[config.mk]
export PLATFORM = sky130hd
export DESIGN_NAME = sar_adc_sequencer
export DESIGN_NICKNAME = d
export VERILOG_FILES = /design/src/pkg/sar_adc_pkg.sv /design/src/pkg/conv_if.sv /design/src/design/sar_conv_engine.sv /design/src/design/sar_adc_sequencer.sv
export SDC_FILE = /design/constraint.sdc
export NUM_CORES = 1
export LEC_CHECK = 0
export ABC_AREA = 0
export BUFFER_PORTS_ARGS = -buffer_cell sky130_fd_sc_hd__buf_4
export CAP_MARGIN = 10
export CORE_MARGIN = 4
export CORE_UTILIZATION = 52
export DETAILED_ROUTE_END_ITERATION = 6
export PLACE_DENSITY = 0.76
export SKIP_CTS_REPAIR_TIMING = 1
export SLEW_MARGIN = 20
export SYNTH_ARGS = -nofsm -noshare
export SYNTH_HDL_FRONTEND = slang
export SYNTH_SLANG_ARGS = --single-unit
[constraint.sdc]
create_clock -name sys_clk -period 2.5 [get_ports sys_clk]
set_clock_uncertainty 0.1 [all_clocks]
set_input_delay 0.375 -clock sys_clk [delete_from_list [all_inputs] [get_ports sys_clk]]
set_output_delay 0.375 -clock sys_clk [all_outputs]
set_load 0.005 [all_outputs]
[src/pkg/sar_adc_pkg.sv]
// Operation
// - A conversion of one channel lasts exactly 11 conversion clock cycles.
// - Conversion clock is master clock over twice (prescaler plus one), prescaler 0..63.
// - A finished conversion stores its result per channel and sets its end flag.
// - End flags can raise the interrupt and clear when their result is read.
// - A new result over an unread one sets that channel's overrun flag.
// - Results are 10 bits after reset; the resolution bit selects 8 bits.
// - In 8-bit mode the two upper result bits read zero.
// - Writing the start bit starts a sequence over the enabled channels.
// - A software start clears all end flags as the sequence begins.
// - Hardware trigger is a timer output or the external pin, per select field.
// - Select codes 0..5 are timers, 6 the external pin, 7 reserved.
// - Hardware triggers start conversions only while trigger enable is set.
// - Each rising edge of the selected trigger is a start request.
// - One start converts every enabled channel in turn, then waits idle.
// - Channels are enabled or disabled by write-one bits; zero does nothing.
// - In sleep mode the analog cell is off while the sequencer is idle.
// - In sleep mode a start powers the cell and waits its start-up time.
// - In sleep mode the cell is switched off after the sequence ends.
package sar_adc_pkg;
  localparam int AXI_ADDR_W = 8;
  localparam int AXI_DATA_W = 32;
  localparam int NUM_CH     = 4;
  localparam int CH_IDX_W   = 2;
  localparam int RESULT_W   = 10;
  localparam int NARROW_W   = 8;
  localparam int DIVIDER_W  = 6;
  localparam int HW_SEL_W   = 3;
  localparam int NUM_TIMER  = 6;
  localparam int NUM_TRIG   = 7;
  localparam int STAT_W     = 12;
  localparam int EDGE_W     = 4;
  localparam int WAKE_W     = 12;
  localparam logic [AXI_ADDR_W-1:0] OFF_CTRL    = 8'h00;
  localparam logic [AXI_ADDR_W-1:0] OFF_MODE    = 8'h04;
  localparam logic [AXI_ADDR_W-1:0] OFF_CH_ON   = 8'h10;
  localparam logic [AXI_ADDR_W-1:0] OFF_CH_OFF  = 8'h14;
  localparam logic [AXI_ADDR_W-1:0] OFF_CH_STAT = 8'h18;
  localparam logic [AXI_ADDR_W-1:0] OFF_STATUS  = 8'h20;
  localparam logic [AXI_ADDR_W-1:0] OFF_IRQ_ON  = 8'h24;
  localparam logic [AXI_ADDR_W-1:0] OFF_IRQ_OFF = 8'h28;
  localparam logic [AXI_ADDR_W-1:0] OFF_IRQ_MSK = 8'h2C;
  localparam logic [AXI_ADDR_W-1:0] OFF_RESULT0 = 8'h30;
  localparam int CTRL_SWRST_BIT = 0;
  localparam int CTRL_START_BIT = 1;
  localparam int MODE_HW_EN_BIT = 0;
  localparam int MODE_HW_SEL_LSB = 1;
  localparam int MODE_NARROW_BIT = 4;
  localparam int MODE_SLEEP_BIT = 5;
  localparam int MODE_DIV_LSB   = 8;
  localparam logic [HW_SEL_W-1:0] HW_SEL_EXT  = 3'h6;
  localparam logic [HW_SEL_W-1:0] HW_SEL_RSVD = 3'h7;
  localparam logic [AXI_DATA_W-1:0] MODE_WR_MASK = 32'h00003F3F;
  localparam logic [AXI_DATA_W-1:0] MODE_RESET   = 32'h00000000;
  localparam logic [STAT_W-1:0] STAT_MASK = 12'hF0F;
  localparam logic [1:0] RESP_OKAY   = 2'h0;
  localparam logic [1:0] RESP_SLVERR = 2'h2;
  localparam int CONV_CLK_CYCLES = 11;
  localparam int CLK_PERIOD_NS   = 100;
  localparam int STARTUP_TIME_NS = 20000;
  localparam int STARTUP_CYCLES  = (STARTUP_TIME_NS + CLK_PERIOD_NS - 1) / CLK_PERIOD_NS;
  typedef enum logic [1:0] {S_IDLE, S_WAKE, S_PICK, S_WAIT} seq_state_t;
endpackage

[src/pkg/conv_if.sv]
`timescale 1ns/10ps
interface conv_if;
  logic                             start;
  logic                             abort;
  logic [sar_adc_pkg::CH_IDX_W-1:0]  chan;
  logic [sar_adc_pkg::DIVIDER_W-1:0] div;
  logic                             busy;
  logic                             done;
  logic [sar_adc_pkg::RESULT_W-1:0]  result;
  modport ctrl (output start, abort, chan, div, input busy, done, result);
  modport eng (input start, abort, chan, div, output busy, done, result);
endinterface

[src/design/sar_conv_engine.sv]
`timescale 1ns/10ps
module sar_conv_engine (
  input  wire logic                             sys_clk,
  input  wire logic                             nrst,
  conv_if.eng                                   cv,
  output logic                                  cell_clk,
  output logic [sar_adc_pkg::CH_IDX_W-1:0]       cell_chan,
  output logic                                  cell_active,
  input  wire logic [sar_adc_pkg::RESULT_W-1:0]  cell_data
);
  import sar_adc_pkg::*;
  localparam logic [EDGE_W-1:0] LAST_EDGE = EDGE_W'(CONV_CLK_CYCLES - 1);
  logic [DIVIDER_W-1:0] div_q, div_d, cnt_q, cnt_d;
  logic                 clk_q, clk_d, busy_q, busy_d, done_q, done_d;
  logic [EDGE_W-1:0]    edge_q, edge_d;
  logic [CH_IDX_W-1:0]  chan_q, chan_d;
  logic [RESULT_W-1:0]  result_q, result_d;
  logic [12:0]          cyc_q;

  // Prescaler reload is latched per conversion so a mode write cannot stretch it
  always_comb begin
    div_d = div_q;
    cnt_d = cnt_q;
    clk_d = clk_q;
    busy_d = busy_q;
    done_d = 1'b0;
    edge_d = edge_q;
    chan_d = chan_q;
    result_d = result_q;
    if (cv.abort) begin
      busy_d = 1'b0;
      clk_d = 1'b0;
    end else if (!busy_q) begin
      if (cv.start) begin
        busy_d = 1'b1;
        div_d = cv.div;
        cnt_d = cv.div;
        clk_d = 1'b0;
        edge_d = '0;
        chan_d = cv.chan;
      end
    end else if (cnt_q != '0) begin
      cnt_d = cnt_q - 1'b1;
    end else begin
      cnt_d = div_q;
      clk_d = !clk_q;
      if (clk_q) begin
        if (edge_q == LAST_EDGE) begin
          busy_d = 1'b0;
          done_d = 1'b1;
          result_d = cell_data;
        end else begin
          edge_d = edge_q + 1'b1;
        end
      end
    end
  end

  always_ff @(posedge sys_clk or negedge nrst) begin
    if (!nrst) begin
      div_q <= '0;
      cnt_q <= '0;
      clk_q <= 1'b0;
      busy_q <= 1'b0;
      done_q <= 1'b0;
      edge_q <= '0;
      chan_q <= '0;
      result_q <= '0;
    end else begin
      div_q <= div_d;
      cnt_q <= cnt_d;
      clk_q <= clk_d;
      busy_q <= busy_d;
      done_q <= done_d;
      edge_q <= edge_d;
      chan_q <= chan_d;
      result_q <= result_d;
    end
  end

  assign cell_clk    = clk_q;
  assign cell_chan   = chan_q;
  assign cell_active = busy_q;
  assign cv.busy     = busy_q;
  assign cv.done     = done_q;
  assign cv.result   = result_q;

  always_ff @(posedge sys_clk or negedge nrst) begin
    if (!nrst) cyc_q <= '0;
    else if (cv.start && !busy_q) cyc_q <= '0;
    else if (busy_q) cyc_q <= cyc_q + 1'b1;
  end
endmodule // sar_conv_engine

[src/design/sar_adc_sequencer.sv]
`timescale 1ns/10ps
module sar_adc_sequencer #(
  parameter int WAKE_CYCLES = sar_adc_pkg::STARTUP_CYCLES
) (
  input  wire logic                                sys_clk,
  input  wire logic                                nrst,
  input  wire logic [sar_adc_pkg::AXI_ADDR_W-1:0]   awaddr,
  input  wire logic                                awvalid,
  output logic                                     awready,
  input  wire logic [sar_adc_pkg::AXI_DATA_W-1:0]   wdata,
  input  wire logic [3:0]                          wstrb,
  input  wire logic                                wvalid,
  output logic                                     wready,
  output logic [1:0]                               bresp,
  output logic                                     bvalid,
  input  wire logic                                bready,
  input  wire logic [sar_adc_pkg::AXI_ADDR_W-1:0]   araddr,
  input  wire logic                                arvalid,
  output logic                                     arready,
  output logic [sar_adc_pkg::AXI_DATA_W-1:0]        rdata,
  output logic [1:0]                               rresp,
  output logic                                     rvalid,
  input  wire logic                                rready,
  input  wire logic [sar_adc_pkg::NUM_TIMER-1:0]    timer_wave_output,
  input  wire logic                                ext_trigger_pin_0,
  input  wire logic [sar_adc_pkg::RESULT_W-1:0]     cell_data,
  output logic                                     cell_clk,
  output logic [sar_adc_pkg::CH_IDX_W-1:0]          cell_chan,
  output logic                                     cell_active,
  output logic                                     cell_power,
  output logic                                     conv_irq
);
  import sar_adc_pkg::*;

  function automatic logic [AXI_DATA_W-1:0] strb_mask(input logic [3:0] s);
    logic [AXI_DATA_W-1:0] m;
    m = '0;
    for (int i = 0; i < 4; i++) m[i*8 +: 8] = {8{s[i]}};
    return m;
  endfunction

  function automatic logic hit(input logic [AXI_ADDR_W-1:0] a, input logic [AXI_ADDR_W-1:0] o);
    return a[AXI_ADDR_W-1:2] == o[AXI_ADDR_W-1:2];
  endfunction

  function automatic logic is_result(input logic [AXI_ADDR_W-1:0] a);
    return a[AXI_ADDR_W-1:4] == OFF_RESULT0[AXI_ADDR_W-1:4];
  endfunction

  function automatic logic known(input logic [AXI_ADDR_W-1:0] a);
    return hit(a, OFF_CTRL) || hit(a, OFF_MODE) || hit(a, OFF_CH_ON) || hit(a, OFF_CH_OFF)
      || hit(a, OFF_CH_STAT) || hit(a, OFF_STATUS) || hit(a, OFF_IRQ_ON)
      || hit(a, OFF_IRQ_OFF) || hit(a, OFF_IRQ_MSK) || is_result(a);
  endfunction

  // Reserved code and out-of-range selects give no edge
  function automatic logic pick_trigger(input logic [HW_SEL_W-1:0] sel,
                                        input logic [NUM_TRIG-1:0] rise);
    return (sel == HW_SEL_RSVD) ? 1'b0 : rise[sel];
  endfunction

  function automatic logic [CH_IDX_W-1:0] first_ch(input logic [NUM_CH-1:0] m);
    logic [CH_IDX_W-1:0] idx;
    idx = '0;
    for (int i = NUM_CH - 1; i >= 0; i--) if (m[i]) idx = CH_IDX_W'(i);
    return idx;
  endfunction

  conv_if cv ();

  sar_conv_engine u_engine (
    .sys_clk     (sys_clk),
    .nrst        (nrst),
    .cv          (cv),
    .cell_clk    (cell_clk),
    .cell_chan   (cell_chan),
    .cell_active (cell_active),
    .cell_data   (cell_data)
  );

  // Per-source edges, so changing the select never fakes an edge
  logic [NUM_TRIG-1:0] trig_s1_q, trig_s2_q, trig_s3_q, trig_rise;
  always_ff @(posedge sys_clk or negedge nrst) begin
    if (!nrst) begin
      trig_s1_q <= '0;
      trig_s2_q <= '0;
      trig_s3_q <= '0;
    end else begin
      trig_s1_q <= {ext_trigger_pin_0, timer_wave_output};
      trig_s2_q <= trig_s1_q;
      trig_s3_q <= trig_s2_q;
    end
  end
  assign trig_rise = trig_s2_q & ~trig_s3_q;

  logic                  aw_hold_q, aw_hold_d, w_hold_q, w_hold_d;
  logic [AXI_ADDR_W-1:0] aw_addr_q, aw_addr_d;
  logic [AXI_DATA_W-1:0] w_data_q, w_data_d, rdata_q, rdata_d, rd_mux;
  logic [3:0]            w_strb_q, w_strb_d;
  logic                  bvalid_q, bvalid_d, rvalid_q, rvalid_d, rd_ok;
  logic [1:0]            bresp_q, bresp_d, rresp_q, rresp_d;
  logic                  wr_fire, ar_fire;

  assign awready = !aw_hold_q && !bvalid_q;
  assign wready  = !w_hold_q && !bvalid_q;
  assign arready = !rvalid_q;
  assign wr_fire = aw_hold_q && w_hold_q;
  assign ar_fire = arvalid && arready;
  assign bvalid  = bvalid_q;
  assign bresp   = bresp_q;
  assign rvalid  = rvalid_q;
  assign rresp   = rresp_q;
  assign rdata   = rdata_q;

  always_comb begin
    aw_hold_d = aw_hold_q;
    aw_addr_d = aw_addr_q;
    w_hold_d = w_hold_q;
    w_data_d = w_data_q;
    w_strb_d = w_strb_q;
    bvalid_d = bvalid_q;
    bresp_d = bresp_q;
    rvalid_d = rvalid_q;
    rresp_d = rresp_q;
    rdata_d = rdata_q;
    if (awvalid && awready) begin
      aw_hold_d = 1'b1;
      aw_addr_d = awaddr;
    end
    if (wvalid && wready) begin
      w_hold_d = 1'b1;
      w_data_d = wdata;
      w_strb_d = wstrb;
    end
    if (wr_fire) begin
      aw_hold_d = 1'b0;
      w_hold_d = 1'b0;
      bvalid_d = 1'b1;
      bresp_d = known(aw_addr_q) ? RESP_OKAY : RESP_SLVERR;
    end else if (bvalid_q && bready) begin
      bvalid_d = 1'b0;
    end
    if (ar_fire) begin
      rvalid_d = 1'b1;
      rdata_d = rd_mux;
      rresp_d = rd_ok ? RESP_OKAY : RESP_SLVERR;
    end else if (rvalid_q && rready) begin
      rvalid_d = 1'b0;
    end
  end

  always_ff @(posedge sys_clk or negedge nrst) begin
    if (!nrst) begin
      aw_hold_q <= 1'b0;
      aw_addr_q <= '0;
      w_hold_q <= 1'b0;
      w_data_q <= '0;
      w_strb_q <= '0;
      bvalid_q <= 1'b0;
      bresp_q <= RESP_OKAY;
      rvalid_q <= 1'b0;
      rresp_q <= RESP_OKAY;
      rdata_q <= '0;
    end else begin
      aw_hold_q <= aw_hold_d;
      aw_addr_q <= aw_addr_d;
      w_hold_q <= w_hold_d;
      w_data_q <= w_data_d;
      w_strb_q <= w_strb_d;
      bvalid_q <= bvalid_d;
      bresp_q <= bresp_d;
      rvalid_q <= rvalid_d;
      rresp_q <= rresp_d;
      rdata_q <= rdata_d;
    end
  end

  seq_state_t            state_q, state_d;
  logic [AXI_DATA_W-1:0] mode_q, mode_d, wr_eff, wr_m;
  logic [NUM_CH-1:0]     ch_en_q, ch_en_d, eoc_q, eoc_d, ovr_q, ovr_d, rem_q, rem_d, rd_clr;
  logic [STAT_W-1:0]     imr_q, imr_d, stat_q, stat_d;
  logic [CH_IDX_W-1:0]   ch_q, ch_d;
  logic [WAKE_W-1:0]     wake_q, wake_d;
  logic [RESULT_W-1:0]   rslt_q [NUM_CH];
  logic [RESULT_W-1:0]   rslt_d [NUM_CH];
  logic [RESULT_W-1:0]   capture;
  logic                  irq_q, irq_d, sw_start, soft_rst, hw_start, start_req, sleep;

  assign wr_eff    = w_data_q & strb_mask(w_strb_q);
  assign wr_m      = strb_mask(w_strb_q) & MODE_WR_MASK;
  assign sw_start  = wr_fire && hit(aw_addr_q, OFF_CTRL) && wr_eff[CTRL_START_BIT];
  assign soft_rst  = wr_fire && hit(aw_addr_q, OFF_CTRL) && wr_eff[CTRL_SWRST_BIT];
  assign hw_start  = mode_q[MODE_HW_EN_BIT]
    && pick_trigger(mode_q[MODE_HW_SEL_LSB +: HW_SEL_W], trig_rise);
  assign start_req = sw_start || hw_start;
  assign sleep     = mode_q[MODE_SLEEP_BIT];
  assign stat_q    = {ovr_q, 4'h0, eoc_q};
  assign rd_clr    = (ar_fire && is_result(araddr)) ? NUM_CH'(1) << araddr[3:2] : '0;
  assign capture   = mode_q[MODE_NARROW_BIT]
    ? RESULT_W'(cv.result[NARROW_W-1:0]) : cv.result;

  assign cv.start = (state_q == S_PICK) && (rem_q != '0);
  assign cv.chan  = first_ch(rem_q);
  assign cv.div   = mode_q[MODE_DIV_LSB +: DIVIDER_W];
  assign cv.abort = soft_rst;

  always_comb begin
    rd_ok = 1'b1;
    rd_mux = '0;
    if (hit(araddr, OFF_MODE)) rd_mux = mode_q;
    else if (hit(araddr, OFF_CH_STAT)) rd_mux = AXI_DATA_W'(ch_en_q);
    else if (hit(araddr, OFF_STATUS)) rd_mux = AXI_DATA_W'(stat_q);
    else if (hit(araddr, OFF_IRQ_MSK)) rd_mux = AXI_DATA_W'(imr_q);
    else if (is_result(araddr)) rd_mux = AXI_DATA_W'(rslt_q[araddr[3:2]]);
    else rd_ok = known(araddr);
  end

  always_comb begin
    state_d = state_q;
    mode_d = mode_q;
    ch_en_d = ch_en_q;
    imr_d = imr_q;
    rem_d = rem_q;
    ch_d = ch_q;
    wake_d = wake_q;
    rslt_d = rslt_q;
    eoc_d = eoc_q & ~rd_clr;
    ovr_d = (ar_fire && hit(araddr, OFF_STATUS)) ? '0 : ovr_q;
    if (wr_fire && hit(aw_addr_q, OFF_MODE)) mode_d = (mode_q & ~wr_m) | (w_data_q & wr_m);
    if (wr_fire && hit(aw_addr_q, OFF_CH_ON)) ch_en_d = ch_en_q | wr_eff[NUM_CH-1:0];
    if (wr_fire && hit(aw_addr_q, OFF_CH_OFF)) ch_en_d = ch_en_q & ~wr_eff[NUM_CH-1:0];
    if (wr_fire && hit(aw_addr_q, OFF_IRQ_ON)) imr_d = imr_q | (wr_eff[STAT_W-1:0] & STAT_MASK);
    if (wr_fire && hit(aw_addr_q, OFF_IRQ_OFF)) imr_d = imr_q & ~wr_eff[STAT_W-1:0];
    unique case (state_q)
      S_IDLE: begin
        if (start_req) begin
          rem_d = ch_en_q;
          if (sw_start) eoc_d = '0;
          if (sleep) begin
            state_d = S_WAKE;
            wake_d = WAKE_W'(WAKE_CYCLES - 1);
          end else begin
            state_d = S_PICK;
          end
        end
      end
      S_WAKE: begin
        if (wake_q == '0) state_d = S_PICK;
        else wake_d = wake_q - 1'b1;
      end
      S_PICK: begin
        if (rem_q == '0) begin
          state_d = S_IDLE;
        end else begin
          ch_d = cv.chan;
          rem_d[cv.chan] = 1'b0;
          state_d = S_WAIT;
        end
      end
      S_WAIT: begin
        if (cv.done) begin
          rslt_d[ch_q] = capture;
          // Set beats the read clear in the same cycle
          if (eoc_q[ch_q] && !rd_clr[ch_q]) ovr_d[ch_q] = 1'b1;
          eoc_d[ch_q] = 1'b1;
          state_d = S_PICK;
        end
      end
    endcase
    if (soft_rst) begin
      state_d = S_IDLE;
      mode_d = MODE_RESET;
      ch_en_d = '0;
      imr_d = '0;
      eoc_d = '0;
      ovr_d = '0;
      rem_d = '0;
      for (int i = 0; i < NUM_CH; i++) rslt_d[i] = '0;
    end
    stat_d = {ovr_d, 4'h0, eoc_d};
    irq_d = |(stat_d & imr_d);
  end

  always_ff @(posedge sys_clk or negedge nrst) begin
    if (!nrst) begin
      state_q <= S_IDLE;
      mode_q <= MODE_RESET;
      ch_en_q <= '0;
      imr_q <= '0;
      eoc_q <= '0;
      ovr_q <= '0;
      rem_q <= '0;
      ch_q <= '0;
      wake_q <= '0;
      irq_q <= 1'b0;
      for (int i = 0; i < NUM_CH; i++) rslt_q[i] <= '0;
    end else begin
      state_q <= state_d;
      mode_q <= mode_d;
      ch_en_q <= ch_en_d;
      imr_q <= imr_d;
      eoc_q <= eoc_d;
      ovr_q <= ovr_d;
      rem_q <= rem_d;
      ch_q <= ch_d;
      wake_q <= wake_d;
      irq_q <= irq_d;
      rslt_q <= rslt_d;
    end
  end

  // Cell stays powered between channels so only one start-up wait per sequence
  assign cell_power = !sleep || (state_q != S_IDLE);
  assign conv_irq   = irq_q;
endmodule // sar_adc_sequencer

# == After elaboration in Yosys (flattened, before gate mapping) ==
# Index checks and enable logic that the tools add are counted.
# op_classes
n_eq_ne,34
n_reduce_logical,82
order_cmp,8
div,0
mux,102
n_addsub,3
shifts,1
mul,0
bitwise_logic,26
# ops
op,count
$mux W40,3
$mux W12,9
$mux W32,3
$mux W4,21
$mux W10,5
$eq A6 B4 Y1 const B,8
$bwmux W40,1
$and A12 B12 Y12,3
$eq A6 B3 Y1 const B,6
$mux W1,34
$and A32 B14 Y32,1
$and A32 B32 Y32,1
$not A14 Y32,1
$or A32 B32 Y32,1
$logic_and A1 B1 Y1,24
$mux W2,12
$pmux W12 S2,1
$bmux W10 S2,1
$demux W10 S2,1
$logic_or A1 B1 Y1,20
$reduce_bool A2 Y1,10
$mux W6,3
$pmux W4 S2,2
$and A4 B4 Y4,3
other kinds (44),82
# word_totals
ramBits,0
reg_bits,251
mem_count,0
mem_bits_ro,0
wordCells,291
input_bits,76
latchBits,0

# == Longest topological paths before layout ==
# Gate-level depths: netlist of run 1.
# depth
ltp_word,16
mapped_depth,9
mapped_depth_nobuf,8

# == By module ==
# From an unflattened synthesis of run 1, not the netlist that was laid out.
# hier_totals
hier_cells,880
hier_area_um2,9200.1
# by_module_without_submodules
mod,cells_per_inst,n_inst,seq_area_each_um2,area_per_inst_um2
sar_adc_sequencer,733,1,4003.8,7622.3
sar_conv_engine,147,1,775.7,1577.8

# == Worst setup path after synthesis of run 1 ==
# No wires, ideal clock.
# synth_timing
path_type,register to register
startpoint,register wake_q[0]
endpoint,register wake_q[1]
setup_slack_ps,-274
t_required_ps,2273
path_stages_with_launch,10
period_less_slack_ps,2774
arrival_time_ps,2546
path_cell_list,dfrtp_1 inv_1 ha_1 or4b_4 or3_1 buf_2 or4_4 buf_6 nand3_2 mux2_1
# synth_between
elab_chain_len,3
word_cells_on_any_way,6
# synth_rtl
element,line,source
from (decl),sar_adc_sequencer.sv:183,"logic [WAKE_W-1:0] wake_q, wake_d;"
from (signal assigned),sar_adc_sequencer.sv:306,wake_q <= wake_d;
$sub A12 B1 Y12 / $logic_not A12 Y1 (equally long branches),"sar_adc_sequencer.sv:249, sar_adc_sequencer.sv:248",
$mux W12 / $ne A2 B2 Y1 (equally long branches),n/a,
$pmux W12 S2 / $reduce_and A4 Y1 (equally long branches),n/a,
# Parallel ways exist; a longest one is shown, timed or not. The select of a mux whose other input is x is not followed.
# A chain may end at the register's enable or synchronous reset.

# == Worst setup path after layout of run 1 ==
# layout_timing
startpoint,register wake_q[1]
endpoint,register wake_q[8]
# Same word-level chain as after synthesis.

==> impl_metrics.json, run 1 <==
{
  "status": "complete, but fails checks",
  "violations": "setup timing",
  "start_util_pct": 53.56,
  "coreArea_mm2": 0.01676,
  "rr_startpoint": "wake_q[1]",
  "clockBufferDepth": 2,
  "p_comb_share_pct": 30.0,
  "rsz0062_at_grt": "yes",
  "holdWs_ns": 0.009310,
  "fin_nets": 1084,
  "final-hold-violation-count": 0,
  "drcViolationCount": 0,
  "ant_nets": 0,
  "yosys_warnings": 0,
  "insertedDiodeCount": 0,
  "pwr-share-seq_pct": 41.9,
  "avgSynthCellArea_um2": 10.27,
  "synth_top_area_share_pct": 53.24,
  "p_leak_nw": 5.220,
  "startpoint": "wake_q[1]",
  "crit_path_top_delay_cell": "or4_4",
  "clock_latency_ns": 0.43,
  "synth_flop_cell": "dfrtp_1",
  "ys_seq_area_share_pct": 53.24,
  "num_vias": 7033,
  "cp.required_ns": 2.72,
  "layout_worst_path_cycle_share_pct": 102.3,
  "cap_violations": 0,
  "power.switching_mw": 3.502,
  "dp_hpwl_um": 15580,
  "place.gp.congestion": 0.8889,
  "grt_pass1_wl_um": 36430,
  "synth_edf_count": 0,
  "powerDensity_mw_per_mm2": 927.2,
  "tightest_slew_ns": 0.6996,
  "io_buffers": 78,
  "grt_max_degree": 53,
  "placedCellCount": 1192,
  "dieArea_mm2": 0.01943,
  "critPathArrivalTime_ns": 2.77,
  "syn_inst": 874,
  "path_class": "reg2reg",
  "swShare_pct": 34.71,
  "viasPerCell": 5.709,
  "synth_most_common_cell": "dfrtp_1",
  "die_y_um": 139.4,
  "path_clk_slew_ns": 0.07,
  "setup_viol": 6,
  "grtUsageTotal_pct": 23.09,
  "area_growth_pct": 21.21,
  "yosys.area.top_type": "dfrtp_1",
  "cp_num_buf_inv": 1,
  "ir_worst_vdd_v": 0.0006627,
  "fp-row-count": 47,
  "h-tree-depth": 4,
  "clock_power_share_pct": 28.1,
  "layout-drive-gt1-share_pct": 23.22,
  "final_cells": 1232,
  "place_area_mm2": 0.01015,
  "crit_chain": "inv_1, ha_2, or4b_4, or3_4, or4_4, nand3_4, nor2_4, a22o_1",
  "fin_ws_ns": -0.05658,
  "synth_area_mm2": 0.008977,
  "p_int_mw": 6.588,
  "synth_common_cells": "dfrtp_1 (191), nand2_1 (117), nor2_1 (88)",
  "root_buffer": "clkbuf_16",
  "synth_seq_cells": 191,
  "clkSinkCount": 191,
  "start_kind": "flip-flop",
  "report.final.slew_viol_count": 0,
  "min_path_type": "in2reg",
  "grt_pass1_vias": 7019,
  "synth_area_leaders": "dfrtp_1 (53%), nand2_1 (4.9%), mux2i_1 (3.8%), nor2_1 (3.7%), mux2_2 (3.6%)",
  "io_pins": 123,
  "end_kind": "flip-flop",
  "drt_first_pass_iters": 5,
  "die_width_um": 139.4,
  "slew_headroom_pct": 53.36,
  "fin_area_mm2": 0.01088,
  "cp_max_fo": 8,
  "cts_buffers": 17,
  "max_freq_mhz": 391.1,
  "wl_per_cell_um": 17.87,
  "path_delay_family": "simple AND/OR/NAND/NOR gates",
  "synth_cell_type_count": 70,
  "overflow": 0,
  "cts_tree": "built",
  "drt_iter0_drc": 667,
  "detail_route.wirelength_um": 22020,
  "period_minus_slack_ns": 2.557,
  "antenna_found_initial": 0,
  "async_flop_share_pct": 100.0,
  "critical-path-max-stage-delay_ns": 0.49,
  "min_from": "bready",
  "finalPower_mw": 10.09
}
worst paths after layout:
check / to / depth (start not counted) / slack, ns
max reg2reg: wake_q[8] / 8 / -0.06
min in group asynchronous: u_engine.cell_clk / 2 / 0.36
min: bvalid / 2 / 0.009
min reg2reg: trig_s2_q[3] / 0 / 0.25
max in group asynchronous: wake_q[3] / 3 / 1.22
max: wake_q[8] / 8 / -0.06
state kept, by name, indices dropped and copies added (netlist names), 10 cells and up:
signal and flops:
mode_q 12, imr_q 12, w_data_q 14, rdata 14
rslt_q 40, u_engine.cv.result 10, wake_q 12
power groups by stage:
stage	sequential [mW]	combinational (mW)	clock, mW
after floorplan	4.09	1.91	0
after global placement	4.25	2.87	0
after detailed placement	4.27	2.96	0
after CTS	4.21	2.99	2.89
after global routing	4.31	3.38	3.03
final	4.23	3.03	2.83
metal layers:
metal	GRT usage (%)	routed length, µm	vias up
li1	-	-	3314
met5	0	0	-
met3	4.768	1200	38
met4	7.106	487	0
met2	36.36	10640	211
met1	32.54	9692	3470
final cells by class:
cell class,count,area [µm²]
well taps,220,275.3
multi-input cells,609,3890
repair buffers,153,1216
clock inverters,15,193.9
inverters,27,101.3
flip-flops and latches,191,4780
clock buffers,17,425.4
fillers,1332,5878
placed cells by master, fill, tap and decap left out, types with 11 or more instances in the layout:
cell	n
a21oi_1	47
a31oi_1	16
buf_4	140
clkbuf_16	17
conb_1	20
dfrtp_1	191
inv_1	27
mux2_2	29
mux2i_1	34
nand2_1	117
nand2b_1	11
nor2_1	87
nor3_1	13
o21ai_0	50
kinds of logic after synthesis:
logic type	share of synthesized area [%]
simple gates	16.74
buf+inv	4.822
fa+ha+maj	1.254
compound gates	13.16
xor+xnor	0.6829
other cells	0.04177
flops	53.24
mux	10.06
stage by stage:
| stage | worst slack [ns] | utilization (%) | setup TNS, ns |
|---|---|---|---|
| final | -0.05658 | 64.93 | -0.2628 |
| after global routing | -0.1368 | 64.93 | -1.153 |
| after global placement | -0.09913 | 60.55 | -0.1398 |
| after floorplan | -0.1959 | - | -0.6913 |
| after detailed placement | -0.1045 | 60.55 | -0.4522 |
| after CTS | -0.07568 | 64.25 | -0.5084 |
worst register-to-register path, stage by stage (launching register included):
cell	delay, ns
dfrtp_1	0.37
inv_1	0.06
ha_2	0.17
or4b_4	0.46
or3_4	0.34
or4_4	0.49
nand3_4	0.14
nor2_4	0.06
a22o_1	0.24
No activity file was read; power rests on OpenSTA's default activity.
==> run 2: changes to the inputs <==
==> constraint.sdc (replaced) <==
create_clock -name sys_clk -period 2.5 [get_ports sys_clk]
set_clock_uncertainty 0.1 [all_clocks]
set_input_delay 0.25 -clock sys_clk [delete_from_list [all_inputs] [get_ports sys_clk]]
set_output_delay 0.25 -clock sys_clk [all_outputs]
set_load 0.005 [all_outputs]
==> run 2 against run 1 <==
  * Non-clock buffer count increased by 25
  * The flow still finishes with violations (setup timing)
  * Fmax increased by 1.1%
  * Die area is the same
  * Via count grew 1.6%
  * Flip-flop and latch count stayed put
  * Global-route usage shrank 0.16 points
  * Register-to-register slack improved by 0.03 ns
  * Final area grew 2.8%
  * Sequential power about the same
  * Count of clock-buffer cells in the layout up 1
==> impl_metrics.json, run 2 (same netlist as run 1, synthesis figures left out) <==
{
  "status": "complete, but fails checks",
  "violations": "setup timing",
  "end_kind": "flip-flop",
  "min_path_type": "in2reg",
  "final-hold-violation-count": 0,
  "h-tree-depth": 4,
  "path_class": "reg2reg",
  "layout-drive-gt1-share_pct": 21.99,
  "clkSinkCount": 191,
  "holdWs_ns": 0.1119,
  "rsz0062_at_grt": "yes",
  "multi_input_area_mm2": 0.003921,
  "wl_per_cell_um": 18.02,
  "ir_worst_vdd_v": 0.0006624,
  "num_vias": 7144,
  "drcViolationCount": 0,
  "critPathArrivalTime_ns": 2.75,
  "grt_pass1_wl_um": 36060,
  "fillers": 1320,
  "drt_first_pass_iters": 7,
  "period_minus_slack_ns": 2.530,
  "die_width_um": 139.4,
  "p_leak_nw": 5.322,
  "ff_latch_area_mm2": 0.004780,
  "fin_nets": 1109,
  "io_buffers": 78,
  "grt_max_degree": 69,
  "root_buffer": "clkbuf_16",
  "largest_reg_flops": 40,
  "drt_iter0_drc": 619,
  "clockBufferDepth": 2,
  "cap_violations": 0,
  "tns_ns": -0.08521,
  "ant_nets": 0,
  "startpoint": "wake_q[1]",
  "tightest_slew_ns": 0.5851,
  "insertedDiodeCount": 0,
  "detail_route.wirelength_um": 22650,
  "layout_worst_path_cycle_share_pct": 101.2,
  "slew_headroom_pct": 60.99,
  "antenna_found_initial": 0,
  "rr_startpoint": "wake_q[1]",
  "cp_max_fo": 4,
  "max_freq_mhz": 395.3,
  "viasPerCell": 5.683,
  "path_clk_slew_ns": 0.07,
  "cp.required_ns": 2.72,
  "grtUsageTotal_pct": 22.93,
  "area_growth_pct": 24.57,
  "top_register": "rslt_q",
  "report.final.slew_viol_count": 0,
  "dieArea_mm2": 0.01943,
  "powerDensity_mw_per_mm2": 907.2,
  "start_kind": "flip-flop",
  "layout_common_cells": "dfrtp_1 (191), buf_4 (131), nand2_1 (117), nor2_1 (87), o21ai_0 (51)",
  "final_common_cell": "dfrtp_1",
  "io_pins": 123,
  "clock_latency_ns": 0.44,
  "coreArea_mm2": 0.01676,
  "dp_hpwl_um": 15570,
  "start_util_pct": 53.56,
  "setup_viol": 4,
  "fp-row-count": 47,
  "fin_ws_ns": -0.02956,
  "die_y_um": 139.4,
  "cts_tree": "built",
  "grt_pass1_vias": 7033,
  "cts_buffers": 17,
  "min_from": "araddr[5]",
  "overflow": 0,
  "place.gp.congestion": 0.8897
}
[run 2: changes by cell type in the layout (fill, tap and decap cells not counted), moves of 2 or more]
cell,before,now
buf_4,140,131
dlygate4sd3_1,8,42
o21ai_1,2,0
clkinv_8,2,0
[run 2: critical path, stage by stage, from the launching register on]
cell     delay, ns
dfrtp_1       0.37
inv_1         0.06
ha_2          0.16
or4b_4        0.46
or3_4         0.34
or4_4         0.49
nand3_2       0.13
mux2_4        0.30
[run 2: area by class of cell]
| cell class | count | area share, % |
|---|---|---|
| flip-flops and latches | 191 | 42.74 |
| repair buffers | 178 | 13.39 |
| well taps | 220 | 2.461 |
| clock inverters | 14 | 1.510 |
| multi-input cells | 609 | 35.06 |
| clock buffers | 18 | 3.927 |
| inverters | 27 | 0.9062 |
[run 2: per-layer routing]
metal	wire [µm]	part of all wire, %	GRT usage [%]	vias to the layer above
li1	-	-	-	3364
met1	9971	44	32.09	3534
met5	0	0	0	-
met2	11160	49	36.54	211
met4	405	1.8	7.467	0
met3	1113	4.9	4.254	35
[run 2: stage by stage]
stage / setup slack [ns] / util [%] / instances / instance area (µm²) / power (mW)
2_1_floorplan: -0.1959 / - / 893 / 9060 / 6.000
3_3_place_gp: -0.04105 / 60.10 / 1182 / 10070 / 7.102
3_5_place_dp: -0.07811 / 60.10 / 1182 / 10070 / 7.204
4_1_cts: -0.08275 / 63.73 / 1214 / 10680 / 10.01
5_1_grt: -0.1090 / 66.73 / 1257 / 11180 / 10.74
6_report: -0.02956 / 66.73 / 1257 / 11180 / 10.15
[run 2: report_power, final]
part | switching, mW | total (mW) | internal (mW)
Clock | 1.27 | 2.81 | 1.54
Combinational | 1.64 | 3.09 | 1.45
Sequential | 0.607 | 4.25 | 3.64
Total | 3.52 | 10.1 | 6.63
[run 2: path summary, 6_finish.rpt]
check                      depth (start not counted)  slack [ns]      endpoint
max in group asynchronous                          3        1.19  trig_s2_q[6]
min in group asynchronous                          2        0.27     rdata[13]
hold / removal                                     4        0.11      rresp[1]
setup reg to reg                                   7       -0.03     wake_q[1]
setup / recovery                                   7       -0.03     wake_q[1]
hold reg to reg                                    0        0.26  trig_s2_q[5]
==> run 3: changes to the inputs <==
RECOVER_POWER = 25   (was unset)
==> run 3 against run 2 <==
  * Combinational power about the same
  * The run ends with capacitance limit, slew limit, setup timing left
  * Count of clock-buffer cells in the layout unchanged
  * Register-to-register slack is essentially flat
  * Highest routed layer unchanged
  * Critical endpoint unchanged
  * First-iteration DRC count decreased by 1.8%
  * Flip-flop and latch count unchanged
  * Worst hold slack gained 0.0025 ns
  * Sequential power about the same
  * Clock power hardly changed
  * Critical path depth is the same
==> impl_metrics.json, run 3 (same netlist as run 1, synthesis figures left out) <==
{
  "fp-row-count": 47,
  "grt_pass1_wl_um": 36060,
  "grt_pass1_vias": 7033,
  "path_class": "reg2reg",
  "start_util_pct": 53.56,
  "cts_tree": "built",
  "finish.utilization_pct": 66.58,
  "detail_route.wirelength_um": 22620,
  "final_common_cell": "dfrtp_1",
  "grt_max_degree": 69,
  "max_freq_mhz": 395.1,
  "dieArea_mm2": 0.01943,
  "violations": "capacitance limit, slew limit, setup timing",
  "h-tree-depth": 4,
  "finalPower_mw": 10.12,
  "ir_worst_vdd_v": 0.0006620,
  "status": "complete, but fails checks",
  "root_buffer": "clkbuf_16",
  "die_width_um": 139.4,
  "period_minus_slack_ns": 2.531,
  "largest_reg_flops": 40,
  "final-hold-violation-count": 0,
  "holdWs_ns": 0.1144,
  "setup_viol": 5,
  "num_vias": 7156,
  "drt_iter0_drc": 608,
  "top_register": "rslt_q",
  "drcViolationCount": 0,
  "wl_per_cell_um": 18.00,
  "start_kind": "flip-flop",
  "min_to": "rresp[1]",
  "clkSinkCount": 191,
  "fin_ws_ns": -0.03080,
  "grtUsageTotal_pct": 22.93,
  "layout_worst_path_cycle_share_pct": 101.2,
  "min_path_type": "in2reg",
  "end_kind": "flip-flop",
  "cap_violations": 1,
  "slew_headroom_pct": -18.14,
  "critPathArrivalTime_ns": 2.75,
  "layout-drive-gt1-share_pct": 21.79,
  "cp.required_ns": 2.72,
  "io_buffers": 78,
  "p_leak_nw": 5.307,
  "cts_buffers": 17,
  "area_growth_pct": 24.29,
  "min_from": "araddr[5]",
  "fin_nets": 1109,
  "clockBufferDepth": 2,
  "rr_startpoint": "wake_q[1]",
  "viasPerCell": 5.693,
  "r2r_slack_ns": -0.03,
  "cp_max_fo": 4,
  "path_clk_slew_ns": 0.07,
  "die_y_um": 139.4,
  "place.gp.congestion": 0.8897,
  "r2r-end": "wake_q[1]",
  "fillers": 1326,
  "antenna_found_initial": 0,
  "tightest_slew_ns": 1.772,
  "coreArea_mm2": 0.01676,
  "ant_nets": 0,
  "report.final.slew_viol_count": 68,
  "reg2reg_depth": 7,
  "rsz0062_at_grt": "yes",
  "io_pins": 123,
  "drt_first_pass_iters": 5,
  "powerDensity_mw_per_mm2": 907.0,
  "dp_hpwl_um": 15570,
  "holdPathStages": 4,
  "overflow": 0,
  "clock_latency_ns": 0.44,
  "insertedDiodeCount": 0,
  "layout_common_cells": "dfrtp_1 (191), buf_4 (122), nand2_1 (117), nor2_1 (87), o21ai_0 (51)"
}
==> run 3: metrics by stage <==
stage	cells	area [µm²]	TNS [ns]	worst slack, ns
2_1_floorplan	893	9060	-0.6913	-0.1959
3_3_place_gp	1182	10070	-0.1892	-0.04105
3_5_place_dp	1182	10070	-0.4113	-0.07811
4_1_cts	1214	10680	-0.4544	-0.08275
5_1_grt	1257	11160	-0.7706	-0.1090
6_report	1257	11160	-0.09207	-0.03080
==> run 3: final cells by class <==
cell class | count | area (µm²) | share of cell area [%]
well taps | 220 | 275.3 | 2.467
clock buffers | 18 | 439.2 | 3.936
flip-flops and latches | 191 | 4780 | 42.83
repair buffers | 178 | 1473 | 13.20
clock inverters | 14 | 168.9 | 1.514
multi-input cells | 609 | 3921 | 35.14
inverters | 27 | 101.3 | 0.9083
==> run 3: report_power, final <==
group | internal [mW] | total, mW | switching, mW
sequential | 3.64 | 4.24 | 0.603
clock | 1.54 | 2.80 | 1.26
combinational | 1.44 | 3.08 | 1.64
total | 6.62 | 10.1 | 3.50
==> run 3: worst max path at each step <==
stage	startpoint	end	slack (ns)	depth (start not counted)
2_1_floorplan	wake_q[0]	wake_q[1]	-0.20	9
3_3_place_gp	wake_q[1]	wake_q[3]	-0.04	8
3_5_place_dp	wake_q[1]	wake_q[5]	-0.08	8
4_1_cts	wake_q[1]	wake_q[3]	-0.08	8
5_1_grt	wake_q[1]	wake_q[3]	-0.11	8
6_report	wake_q[1]	wake_q[1]	-0.03	7
==> run 3: worst max-delay path, cell delays in order (launching register included) <==
cell     delay, ns
dfrtp_1       0.37
inv_1         0.06
ha_2          0.16
or4b_4        0.46
or3_4         0.34
or4_4         0.49
nand3_2       0.13
mux2_4        0.30
==> run 3: routing by layer <==
layer	vias to the layer above	wire length [µm]	GRT usage (%)
li1	3363	-	-
met2	210	11150	36.54
met1	3548	9942	32.09
met5	-	0	0
met4	0	435	7.467
met3	35	1092	4.254
